$ cat src/rtl/ictl_pkg.sv
// Behaviour
// - transmit input low drives the bus dominant, high leaves it recessive.
// - receive output high while bus recessive, low while bus dominant.
// - low power request high disables driver and enters standby, except during thermal shutdown.
// - transmit low longer than the timeout disables transmitter, bus goes recessive.
// - after a timeout, transmission returns only on a later transmit rising edge.
// - bus pins go high impedance while a line is beyond the fault limits.
// - over-temperature switches the device off, bus high impedance, all disabled; the transmit queue accepts level changes until full and replays them later.
// - thermal shutdown ends only once temperature falls below the lower limit.
// - receive low above upper diff threshold, high below lower threshold.
// - receive reads high when lines are shorted or undriven.
package ictl_pkg;

    // ****************************************************
    // timing
    // ****************************************************
    localparam int CLK_PERIOD_NS = 100;
    localparam int TICK_NS       = 1000;
    localparam int TICK_CYC      = (TICK_NS + CLK_PERIOD_NS - 1)
                                   / CLK_PERIOD_NS;
    localparam int DOM_TICKS_DEF = 1000;
    localparam int CNT_W         = 16;

    // ****************************************************
    // reset values
    // ****************************************************
    localparam logic RXD_RST = 1'b1;
    localparam logic TXD_RST = 1'b1;

    // ****************************************************
    // transmit path buffering
    // ****************************************************
    localparam int FIFO_DEPTH_DEF = 32;
    localparam int FIFO_WIDTH_DEF = 1;

    typedef enum logic [1:0] {
        ICTL_NORMAL  = 2'b00,
        ICTL_STANDBY = 2'b01,
        ICTL_TIMEOUT = 2'b10,
        ICTL_THERMAL = 2'b11
    } ictl_mode_t;

endpackage

$ cat src/rtl/ictl_fifo_if.sv
`timescale 1ns/1ps
interface ictl_fifo_if #(
    parameter int WIDTH = 1
);
    logic             wr_valid;
    logic             wr_ready;
    logic [WIDTH-1:0] wr_data;
    logic             rd_valid;
    logic             rd_ready;
    logic [WIDTH-1:0] rd_data;

    modport fill  (output wr_valid, output wr_data, input wr_ready,
                   input rd_valid, input rd_data, output rd_ready);
    modport fifo  (input wr_valid, input wr_data, output wr_ready,
                   output rd_valid, output rd_data, input rd_ready);
endinterface

$ cat src/rtl/ictl_top.sv
`timescale 1ns/1ps
module ictl_top
    import ictl_pkg::*;
#(
    parameter int DOM_TICKS  = DOM_TICKS_DEF,
    parameter int FIFO_DEPTH = FIFO_DEPTH_DEF
) (
    input  wire logic i_clk,
    input  wire logic i_nrst,
    input  wire logic i_txd,
    input  wire logic i_low_power_request,
    input  wire logic i_line_fault,
    input  wire logic i_temp_over,
    input  wire logic i_temp_below_hyst,
    input  wire logic i_diff_above_hi,
    input  wire logic i_diff_below_lo,
    output logic      o_rxd,
    output logic      o_txd_ready,
    output logic      o_drive_dominant,
    output logic      o_bus_hiz,
    output logic      o_standby,
    output logic      o_timeout
);

    // ****************************************************
    // state
    // ****************************************************
    typedef struct packed {
        logic             last_push;
        logic             tx_lvl;
        logic [CNT_W-1:0] tick_cnt;
        logic [CNT_W-1:0] dom_cnt;
        logic             timeout;
        logic             thermal;
        logic             dominant;
        logic             hiz;
        logic             standby;
        logic             txd_ready;
    } ictl_st_t;

    ictl_st_t   s_q;
    ictl_st_t   s_d;
    ictl_mode_t mode;
    logic       rxd_raw;
    logic       tick;
    logic       fall;
    logic       rise;
    logic       new_lvl;

    ictl_fifo_if #(.WIDTH(1)) txq ();

    // ****************************************************
    // transmit level crossing toward the bus side
    // ****************************************************
    // only level changes are queued; a refused push retries while
    // the input still differs from the last level accepted
    assign txq.wr_valid = (i_txd != s_q.last_push);
    assign txq.wr_data  = i_txd;
    // queue read side stalls during thermal shutdown; writes are still accepted until the queue is full
    assign txq.rd_ready = ~s_q.thermal;

    ictl_fifo #(
        .WIDTH (1),
        .DEPTH (FIFO_DEPTH)
    ) u_fifo (
        .i_clk  (i_clk),
        .i_nrst (i_nrst),
        .bus    (txq)
    );

    assign new_lvl = (txq.rd_valid & txq.rd_ready) ? txq.rd_data
                                                    : s_q.tx_lvl;
    assign fall    = s_q.tx_lvl & ~new_lvl;
    assign rise    = ~s_q.tx_lvl & new_lvl;
    assign tick    = (s_q.tick_cnt == CNT_W'(TICK_CYC - 1));

    // ****************************************************
    // mode decode
    // ****************************************************
    always_comb begin
        if (s_q.thermal) begin
            mode = ICTL_THERMAL;
        end else if (i_low_power_request) begin
            mode = ICTL_STANDBY;
        end else if (s_q.timeout) begin
            mode = ICTL_TIMEOUT;
        end else begin
            mode = ICTL_NORMAL;
        end
    end

    // ****************************************************
    // next state
    // ****************************************************
    always_comb begin
        s_d = s_q;
        if (txq.wr_valid & txq.wr_ready) begin
            s_d.last_push = i_txd;
        end
        s_d.tx_lvl = new_lvl;

        s_d.tick_cnt = tick ? '0 : s_q.tick_cnt + 1'b1;

        // dominant time counted in ticks from each falling edge
        if (fall || new_lvl) begin
            s_d.dom_cnt = '0;
        end else if (tick && !s_q.timeout) begin
            s_d.dom_cnt = s_q.dom_cnt + 1'b1;
        end

        if (rise) begin
            s_d.timeout = 1'b0;
        end else if (!new_lvl && s_q.dom_cnt > CNT_W'(DOM_TICKS)) begin
            s_d.timeout = 1'b1;
        end

        // set wins over the clear
        if (i_temp_over) begin
            s_d.thermal = 1'b1;
        end else if (i_temp_below_hyst) begin
            s_d.thermal = 1'b0;
        end

        s_d.dominant = (mode == ICTL_NORMAL) && !new_lvl
                       && !i_line_fault;
        s_d.hiz      = s_q.thermal || i_line_fault;
        s_d.standby  = (mode == ICTL_STANDBY);
        s_d.txd_ready = txq.wr_ready;
    end

    always_ff @(posedge i_clk) begin
        if (!i_nrst) begin
            s_q           <= '0;
            s_q.last_push <= TXD_RST;
            s_q.tx_lvl    <= TXD_RST;
            s_q.txd_ready <= 1'b1;
        end else begin
            s_q <= s_d;
        end
    end

    // ****************************************************
    // receiver
    // ****************************************************
    ictl_rx_cmp u_rx (
        .i_clk           (i_clk),
        .i_nrst          (i_nrst),
        .i_enable        (~s_q.thermal),
        .i_diff_above_hi (i_diff_above_hi),
        .i_diff_below_lo (i_diff_below_lo),
        .o_rxd           (rxd_raw)
    );

    assign o_rxd            = rxd_raw;
    assign o_txd_ready      = s_q.txd_ready;
    assign o_drive_dominant = s_q.dominant;
    assign o_bus_hiz        = s_q.hiz;
    assign o_standby        = s_q.standby;
    assign o_timeout        = s_q.timeout;
endmodule

$ cat src/rtl/ictl_fifo.sv
`timescale 1ns/1ps
module ictl_fifo
    import ictl_pkg::*;
#(
    parameter int WIDTH = FIFO_WIDTH_DEF,
    parameter int DEPTH = FIFO_DEPTH_DEF
) (
    input  wire logic i_clk,
    input  wire logic i_nrst,
    ictl_fifo_if.fifo bus
);
    localparam int AW = $clog2(DEPTH);

    typedef struct packed {
        logic [AW-1:0] wp;
        logic [AW-1:0] rp;
        logic [AW:0]   cnt;
    } ictl_fst_t;

    ictl_fst_t        s_q;
    ictl_fst_t        s_d;
    logic [WIDTH-1:0] mem [DEPTH];
    logic             push;
    logic             pop;

    assign bus.wr_ready = (s_q.cnt != (AW+1)'(DEPTH));
    assign bus.rd_valid = (s_q.cnt != '0);
    assign bus.rd_data  = mem[s_q.rp];
    assign push         = bus.wr_valid & bus.wr_ready;
    assign pop          = bus.rd_valid & bus.rd_ready;

    always_comb begin
        s_d = s_q;
        if (push) begin
            s_d.wp = (s_q.wp == AW'(DEPTH-1)) ? '0 : s_q.wp + 1'b1;
        end
        if (pop) begin
            s_d.rp = (s_q.rp == AW'(DEPTH-1)) ? '0 : s_q.rp + 1'b1;
        end
        s_d.cnt = s_q.cnt + (AW+1)'(push) - (AW+1)'(pop);
    end

    always_ff @(posedge i_clk) begin
        if (!i_nrst) begin
            s_q <= '0;
        end else begin
            s_q <= s_d;
        end
    end

    always_ff @(posedge i_clk) begin
        if (push) begin
            mem[s_q.wp] <= bus.wr_data;
        end
    end
endmodule

$ cat src/rtl/ictl_rx_cmp.sv
`timescale 1ns/1ps
module ictl_rx_cmp
    import ictl_pkg::*;
(
    input  wire logic i_clk,
    input  wire logic i_nrst,
    input  wire logic i_enable,
    input  wire logic i_diff_above_hi,
    input  wire logic i_diff_below_lo,
    output logic      o_rxd
);
    typedef struct packed {
        logic rxd;
    } ictl_rst_t;

    ictl_rst_t s_q;
    ictl_rst_t s_d;

    always_comb begin
        s_d = s_q;
        if (!i_enable) begin
            s_d.rxd = 1'b1;
        end else if (i_diff_above_hi) begin
            s_d.rxd = 1'b0;
        end else if (i_diff_below_lo) begin
            s_d.rxd = 1'b1;
        end
        // otherwise hold: inside the hysteresis band
    end

    always_ff @(posedge i_clk) begin
        if (!i_nrst) begin
            s_q.rxd <= RXD_RST;
        end else begin
            s_q <= s_d;
        end
    end

    assign o_rxd = s_q.rxd;
endmodule

$ cat config.mk
export PLATFORM = sky130hd
export DESIGN_NAME = ictl_top
export DESIGN_NICKNAME = d
export VERILOG_FILES = /design/src/rtl/ictl_pkg.sv /design/src/rtl/ictl_fifo_if.sv /design/src/rtl/ictl_top.sv /design/src/rtl/ictl_fifo.sv /design/src/rtl/ictl_rx_cmp.sv
export SDC_FILE = /design/constraint.sdc
export NUM_CORES = 1
export LEC_CHECK = 0
export ABC_AREA = 1
export BUFFER_PORTS_ARGS = -buffer_cell sky130_fd_sc_hd__buf_4
export CAP_MARGIN = 10
export CORE_UTILIZATION = 55
export DETAILED_ROUTE_END_ITERATION = 8
export PLACE_DENSITY = 0.75
export SETUP_SLACK_MARGIN = 0.02
export SLEW_MARGIN = 0
export SYNTH_ARGS = -nofsm -noshare
export SYNTH_HDL_FRONTEND = slang
export SYNTH_SLANG_ARGS = --single-unit
$ cat constraint.sdc
create_clock -name i_clk -period 2.5 [get_ports i_clk]
set_input_delay 0.25 -clock i_clk [delete_from_list [all_inputs] [get_ports i_clk]]
set_output_delay 0.25 -clock i_clk [all_outputs]
set_load 0.05 [all_outputs]
==> flow_summary.ini, run 1 <==
[status]
status = finished clean

[sta]
setup_viol = 0
tightest_slew_ns = 0.473
grt_setup_unrepaired = no
fin_setup_tns_ns = 0
fin_skew_ns = 0.00910
period_minus_slack_ns = 2.27
finalHoldViolCount = 0
setup_ws_ns = 0.228
max_slew_margin_pct = 68.2
whs_ns = 0.0901
period_share_pct = 90.9
fmax_mhz = 440
drv_slew = 0

[worst_setup_path]
crit_top_cell = inv_1
worst-setup-path-type = flip-flop to flip-flop
worstPathArrival_ns = 2.53
path_delay_family = adder cells
slowest_delay_ns = 0.36
slowest_stage = fa_2
worstPathRequired_ns = 2.75
worst_setup_path_end_kind = flip-flop
crit_path_max_fanout = 3
path_cells = inv_1 -> ha_2 -> nand4_1 -> nand2_1 -> inv_2 -> ha_1 -> inv_1 -> ha_1 -> inv_1 -> fa_2 -> nor3_2 -> a211oi_1 -> o21ai_1 -> a21oi_1
worst_setup_path_start_kind = flip-flop
cp.buffers_inverters = 4

[floorplan]
die_w_um = 92.5
rows = 32
die-area_mm2 = 0.00855
ios = 15
fp.coreArea_mm2 = 0.00781
initial_core_util_pct = 57.7
die_h_um = 92.5

[detailed_routing]
drc = 0
drtIter0Drc = 144
viasPerCell = 5.25
drt_first_pass_iters = 6
drt-total-wl_mm = 8.60
drtAntennaViolNets = 0
num_vias = 3529
avgRoutedWirePerCell_um = 12.8

[global_routing]
grt_pass1_vias = 3525
grtUsageTotal_pct = 22.0
grt_max_degree = 34
antenna_found_initial = 0
grt_pass1_wl_mm = 14.9
grt_overflow = 0

[synthesis]
synth.top_cell.area_share_pct = 27.6
ys_ff_latch = 94
async_flop_share_pct = 0
synth_most_common_cell = nand2_1
synth_commonest_cells = nand2_1 (99), nor2_1 (78), inv_1 (71)
avgSynthCellArea_um2 = 8.26
yosys_most_used_dff = dfxtp_1
syn-cell-area_mm2 = 0.00450
yosysWarnings = 0
syn-num-nets = 575
synth_top_area_cell = dfxtp_1
yosysSeqAreaShare_pct = 48.9
netlist_instances = 545
synth.distinct_cells = 33
synth_edf_count = 32
synth.area.top_cells = dfxtp_1 (28%), edfxtp_1 (21%), nand2_1 (8.3%)

[job]
cap_violations = 0

[placement]
dp_slack_ns = 0.114
dp.cells = 656
dpl.hpwl_mm = 5.97
placed_area_mm2 = 0.00471
placement.io_buffers = 14
gp_congestion = 0.841

[cells_and_area]
fillCellCount = 689
syn_to_final_growth_pct = 9.87
fin_nets = 595
fin_cells = 672
final_util_pct = 63.3
finalInstanceArea_mm2 = 0.00495
drive_above_1_share_pct = 9.82
diodes = 0

[clock_tree]
cts_tree = yes
post_cts_buffers = 0
clk_path_buf_depth = 2
numCtsBuffers = 9
cts_root_buf = clkbuf_8
htree_levels = 3
cts.sinks = 94
path_clk_slew_ns = 0.09
clk_latency_ns = 0.37
holdBufCountCts = 0

[pwr]
powerDensity_mw_per_mm2 = 820
power.static_leakage_nw = 1.88
p_total_mw = 4.05
vdd_drop_max_mv = 0.614

[worst_hold_path]
hold_class = input pin to flip-flop
-- path summary, 6_finish.rpt --
path / start / end / slack, ns / cells past startpoint
worst min-delay path: i_diff_above_hi / u_rx.o_rxd / 0.09 / 2
worst max register to register: u_fifo.s_q[3] / u_fifo.s_q[4] / 0.23 / 14
worst min register to register: s_q[4] / o_standby / 0.46 / 1
worst max-delay path: u_fifo.s_q[3] / u_fifo.s_q[4] / 0.23 / 14
-- routing by layer --
metal	global-route usage, %	wire length, um	up-vias
met3	5.42	332	19
met4	10.2	168	0
met1	25.0	3770	1625
met5	0	0	-
met2	38.9	4320	69
li1	-	-	1816
-- flip-flops by register name, indices dropped and copies added (netlist names), named ones only --
signal	cells
u_fifo.mem	32
o_timeout	1
o_drive_dominant	1
u_fifo.s_q	16
o_standby	1
s_q	35
o_txd_ready	1
o_bus_hiz	1
u_rx.o_rxd	1
-- logic make-up after synthesis --
kind of cell | after synthesis | share of synthesized area [%]
AND/OR/NAND/NOR | 267 | 26.2
flip-flops | 94 | 48.9
buffers and inverters | 84 | 7.70
AO/OA/AOI/OAI | 57 | 6.78
adder cells (fa/ha/maj) | 21 | 6.00
XOR/XNOR | 16 | 3.11
multiplexers | 6 | 1.33
-- where the power goes --
| group | switching (mW) | internal (mW) |
|---|---|---|
| Clock | 0.570 | 0.579 |
| Combinational | 0.706 | 0.382 |
| Sequential | 0.105 | 1.71 |
-- cell usage in the layout, fill, tap and decap left out, drive strengths merged --
master,netlist,routed
a211oi,3,3
a21o,1,1
a21oi,26,26
buf,8,19
bufinv,0,2
clkbuf,2,9
clkinv,2,3
dfxtp,62,62
edfxtp,32,32
fa,1,1
ha,20,20
inv,72,76
mux2i,6,6
nand2,99,99
nand3,47,47
nand3b,1,1
nand4,12,12
nor2,89,89
nor3,15,15
nor3b,1,1
nor4,1,1
o211ai,1,1
o21a,2,2
o21ai,23,23
o21bai,1,1
or2,1,1
or3,1,1
xor2,16,16
-- timing repair --
item	CTS	global route
gates resized for setup	0	6
hold endpoints to repair	0	0
endpoints found under the setup margin	0	2
-- layout make-up --
class                           count  area [um^2]  area share, %
Tap cell                          102          128           2.58
Sequential cell                    94         2200           44.5
Inverter                           74          280           5.67
Multi-Input combinational cell    367         1960           39.7
Clock inverter                      7          106           2.15
Timing Repair Buffer               19          143           2.88
Clock buffer                        9          124           2.50
Power figures use the tool's default switching activity.
==> inputs of run 2 (changes only) <==
Settings changed: ABC_AREA 1 to not set.
==> run 2 against run 1 <==
Combinational power up 12%. Largest cell class unchanged. Hold slack got worse by 0.010 ns. Flip-flop and latch count is the same. Maximum frequency shrank 3.4%. Sequential power down 3%. Synthesized area is 3.6% lower. Global-route usage is 1.3 points lower. Cell area decreased by 2.6%.
==> flow_summary.ini, run 2 <==
[status]
status = finished clean

[cells_and_area]
final_util_pct = 62.6
top_register = s_q
layout_commonest_cell = nor2_1
finalInstanceArea_mm2 = 0.00482
syn_to_final_growth_pct = 10.9
fin_cells = 572
mostFrequentLayoutCells = nor2_1 (78), dfxtp_1 (60), edfxtp_1 (32)
drive_above_1_share_pct = 13.2
reg_top3 = s_q x35, u_fifo.mem x32, u_fifo.s_q x16
largest_register_ffs = 35
fin_nets = 495
diodes = 0

[synthesis]
syn-cell-area_mm2 = 0.00434
synth_most_common_cell = nor2_1
avgSynthCellArea_um2 = 9.82
synth.top_cell.area_share_pct = 28.6
synth-xor-area-share_pct = 6.25
synth-simple-area-share_pct = 21.8
syn-num-nets = 472
netlist_instances = 442
synth.area.top_cells = dfxtp_1 (29%), edfxtp_1 (22%), nor2_1 (6.7%)
synth.distinct_cells = 45
yosysWarnings = 0
synth-compound-area-share_pct = 6.74
yosysSeqAreaShare_pct = 50.7
synth_adder_area_share_pct = 6.22
synthMuxAreaShare_pct = 4.18
synth_commonest_cells = nor2_1 (78), dfxtp_1 (62), edfxtp_1 (32)
synth_top_area_cell = dfxtp_1
yosys_most_used_dff = dfxtp_1
async_flop_share_pct = 0
synth_edf_count = 32
synth_top_family_by_area = simple AND/OR/NAND/NOR gates
ys_ff_latch = 94

[worst_hold_path]
min-delay-start = i_diff_above_hi
hold_class = input pin to flip-flop
hold_path_end = u_rx.o_rxd
whs_path_depth = 2

[pwr]
power_frac_comb_pct = 30.9
pwr-share-clk_pct = 24.4
powerDensity_mw_per_mm2 = 822
p_total_mw = 3.96
sw_frac_of_total_pct = 32.0
internal-power_mw = 2.69
power_switching_mw = 1.27
vdd_drop_max_mv = 0.741
power.static_leakage_nw = 1.66
pwr-share-seq_pct = 44.8

[sta]
whs_ns = 0.0801
fin_skew_ns = 0.0121
period_share_pct = 94.1
finalHoldViolCount = 0
fmax_mhz = 425
fin_setup_tns_ns = 0
period_minus_slack_ns = 2.35
setup_viol = 0
setup_ws_ns = 0.147
drv_slew = 0
grt_setup_unrepaired = no
tightest_slew_ns = 0.681
max_slew_margin_pct = 54.6

[floorplan]
die_h_um = 90.8
initial_core_util_pct = 56.5
rows = 32
die-area_mm2 = 0.00825
die_w_um = 90.8
fp.coreArea_mm2 = 0.00769
ios = 15

[worst_setup_path]
worst_setup_path_start_kind = flip-flop
r2r-end = u_fifo.s_q[4]
worstPathArrival_ns = 2.59
crit_path_max_fanout = 2
worst-setup-path-type = flip-flop to flip-flop
r2r-start = u_fifo.s_q[3]
worst_setup_path_end_kind = flip-flop
r2r_cells = 16
r2r_slack_ns = 0.15
worstPathRequired_ns = 2.74

[clock_tree]
htree_levels = 3
clk_path_buf_depth = 2
numCtsBuffers = 9
holdBufCountCts = 0
cts_tree = yes
clk_latency_ns = 0.36
cts.sinks = 94
cts_root_buf = clkbuf_8
path_clk_slew_ns = 0.08

[detailed_routing]
drc = 0
drt-total-wl_mm = 7.91
num_vias = 3125
viasPerCell = 5.46
drtAntennaViolNets = 0
drtIter0Drc = 197
drt_first_pass_iters = 4
avgRoutedWirePerCell_um = 13.8

[placement]
gp_congestion = 0.772
placed_area_mm2 = 0.00457
placement.io_buffers = 14
dp.cells = 553
dpl.hpwl_mm = 5.28
dp_slack_ns = -0.00942

[job]
cap_violations = 0

[global_routing]
grt_pass1_vias = 2982
antenna_found_initial = 0
grt_max_degree = 35
grt_overflow = 0
grt_pass1_wl_mm = 13.6
grtUsageTotal_pct = 20.7
-- run 2: cell types whose count changed in the layout (fill, tap and decap cells not counted), moves of 11 or more --
cell     before  now
mux2i_1       6   17
o21ai_0      22    8
nand3_1      46   17
nor3_1       13   25
nor2_2       11    0
inv_1        71   19
xnor2_1       0   20
nand2_1      99   25
-- run 2: cell families after synthesis --
group                    after synthesis
AND/OR/NAND/NOR                      194
XOR/XNOR                              31
AO/OA/AOI/OAI                         46
multiplexers                          18
adder cells (fa/ha/maj)               21
buffers and inverters                 38
flip-flops                            94
-- run 2: timing repair --
item                       4_1_cts  5_1_grt
pin swaps                        0        7
buffers inserted                 0        3
setup endpoints to repair        2        2
resized for setup                2       16
gates cloned                     0        0
-- run 2: critical path, stage by stage (launching register included) --
cell and delay (ns):
dfxtp_2 0.34, inv_2 0.04, ha_2 0.16, nor3b_4 0.15
a21o_4 0.23, inv_4 0.06, ha_4 0.20, inv_4 0.05
ha_4 0.13, inv_2 0.04, fa_2 0.37, inv_2 0.07
a21oi_2 0.05, nor2_1 0.10, nor2_1 0.06, xor2_1 0.14
nor2_1 0.05
-- run 2: area by class of cell --
class                      instances  area (um^2)
multi-input combinational        310         2020
tap                              102          128
fill                             641         2870
timing repair buffer              24          180
sequential                        94         2200
clock inverter                     5         50.0
inverter                          26          103
clock buffer                      11          131
-- run 2: how the worst max path moves through the flow --
stage	from	end	slack, ns
global placement	u_fifo.s_q[2]	u_fifo.s_q[5]	0.08
finish	u_fifo.s_q[3]	u_fifo.s_q[4]	0.15
global route	u_fifo.s_q[3]	u_fifo.s_q[4]	0.02
floorplan	u_fifo.s_q[2]	u_fifo.s_q[4]	0.06
CTS	u_fifo.s_q[2]	u_fifo.s_q[5]	0.03
detailed placement	u_fifo.s_q[2]	u_fifo.s_q[5]	-0.009
-- run 2: routing by layer --
metal	routed length, um	vias to the layer above	global-route usage [%]
li1	-	1570	-
met1	3710	1486	26.9
met2	3750	53	33.5
met3	291	16	4.80
met4	163	0	7.94
met5	0	-	0
-- run 2: power by group through the flow --
stage          Clock (mW)  Sequential (mW)  Combinational [mW]
5_1_grt              1.05             1.78                1.36
4_1_cts             0.982             1.76                1.11
3_5_place_dp            0             1.80                1.09
2_1_floorplan           0             1.80               0.843
3_3_place_gp            0             1.80                1.05
6_report            0.965             1.77                1.22
==> inputs of run 3 (changes only) <==
Settings changed: REMOVE_ABC_BUFFERS set to 1.
==> run 3 against run 2 <==
Cell count stayed put. Register-to-register slack worse by 0.05 ns. First-iteration DRC count shrank 40%. Flip-flop and latch count stayed put. Via count decreased by 1.1%. Global-route usage shrank 0.47 points. Combinational power is essentially flat.
==> flow_summary.ini, run 3 (same netlist as run 2, synthesis figures left out) <==
[cells_and_area]
mostFrequentLayoutCells = nor2_1 (78), dfxtp_1 (60), edfxtp_1 (32)
fin_cells = 572
reg_top3 = s_q x35, u_fifo.mem x32, u_fifo.s_q x16
finalInstanceArea_mm2 = 0.00485
syn_to_final_growth_pct = 11.8
top_register = s_q
fin_nets = 495
diodes = 0
largest_register_ffs = 35
drive_above_1_share_pct = 14.0
layout_commonest_cell = nor2_1

[global_routing]
grt_overflow = 0
grt_pass1_wl_mm = 13.3
grt_util_met3_pct = 3.20
gr-usage-met1_pct = 25.7
use_met2_pct = 33.9
grt_pass1_vias = 2977
top_usage_layer = met2
antenna_found_initial = 0
grtUsageTotal_pct = 20.2
grt_max_degree = 35

[worst_setup_path]
r2r_cells = 16
crit_path_max_fanout = 2
worst-setup-path-type = flip-flop to flip-flop
worst_setup_path_start_kind = flip-flop
r2r_slack_ns = 0.1
worst_setup_path_end_kind = flip-flop
worstPathRequired_ns = 2.76
worstPathArrival_ns = 2.66

[pwr]
power.static_leakage_nw = 1.68
powerDensity_mw_per_mm2 = 847
p_total_mw = 4.11
vdd_drop_max_mv = 0.867

[detailed_routing]
drtAntennaViolNets = 0
drc = 0
drtIter0Drc = 119
drt-total-wl_mm = 7.84
drt_first_pass_iters = 4
avgRoutedWirePerCell_um = 13.7
viasPerCell = 5.40
num_vias = 3091

[placement]
placed_area_mm2 = 0.00456
dp.cells = 553
gp_congestion = 0.804
dpl.hpwl_mm = 5.18
placement.io_buffers = 14

[worst_hold_path]
whs_path_depth = 2
hold_class = input pin to flip-flop

[sta]
fmax_mhz = 416
finalHoldViolCount = 0
setup_viol = 0
period_share_pct = 96.1
period_minus_slack_ns = 2.40
max_slew_margin_pct = 55.6
tightest_slew_ns = 0.666
drv_slew = 0
fin_skew_ns = 0.00636

[clock_tree]
cts.sinks = 94
clk_latency_ns = 0.36
cts_tree = yes
htree_levels = 3
cts_root_buf = clkbuf_8
path_clk_slew_ns = 0.10
numCtsBuffers = 9
clk_path_buf_depth = 2

[status]
status = finished clean

[floorplan]
initial_core_util_pct = 56.5
fp.coreArea_mm2 = 0.00769
ios = 15
die_h_um = 90.8
die_w_um = 90.8
rows = 32
die-area_mm2 = 0.00825

[job]
cap_violations = 0
==> run 3: layer usage <==
metal | wire length (um) | part of all wire (%)
met1 | 3630 | 46
met2 | 3950 | 50
met3 | 180 | 2.3
met4 | 75 | 0.96
met5 | 0 | 0
==> run 3: power by group <==
group	internal, mW	leakage, nW	switching, mW
Clock	0.539	0.112	0.556
Combinational	0.557	0.778	0.685
Sequential	1.69	0.793	0.0852
Total	2.78	1.68	1.33
==> run 3: final timing paths <==
path                         from            end
hold reg to reg           s_q[38]      o_timeout
setup / recovery    u_fifo.s_q[2]  u_fifo.s_q[4]
hold / removal    i_diff_above_hi     u_rx.o_rxd
setup reg to reg    u_fifo.s_q[2]  u_fifo.s_q[4]
==> run 3: repair_timing <==
item / in CTS / in global routing
endpoints found under the setup margin: 2 / 2
hold buffers: 0 / 0
pin swaps: 0 / 7
gates resized for setup: 3 / 15
setup buffers: 0 / 3
==> run 3: layout make-up <==
type | count | area, um^2
well taps | 102 | 128
clock buffers | 10 | 149
inverters | 26 | 97.6
repair buffers | 24 | 193
multi-input cells | 310 | 2010
clock inverters | 6 | 75.1
fillers | 634 | 2840
flip-flops and latches | 94 | 2200
==> run 3: worst max-delay path: stages (launching register included) <==
cell     delay [ns]
dfxtp_2        0.34
inv_2          0.06
ha_2           0.17
nor3b_4        0.19
a21o_1         0.17
inv_2          0.06
ha_4           0.21
inv_2          0.05
ha_2           0.19
inv_2          0.05
fa_2           0.37
inv_2          0.07
a21oi_2        0.05
nor2_1         0.10
nor2_1         0.06
xor2_1         0.15
nor2_1         0.05
==> run 3: metrics by stage <==
stage	setup slack [ns]	utilization (%)	TNS, ns	hold WS, ns
after floorplan	-0.241	-	-0.455	0.322
after global placement	0.0856	59.3	0	0.443
after detailed placement	-0.0188	59.3	-0.0236	0.454
after CTS	0.0179	62.4	0	0.0710
after global routing	-0.0318	63.1	-0.0318	0.0539
final	0.0980	63.1	0	0.0716
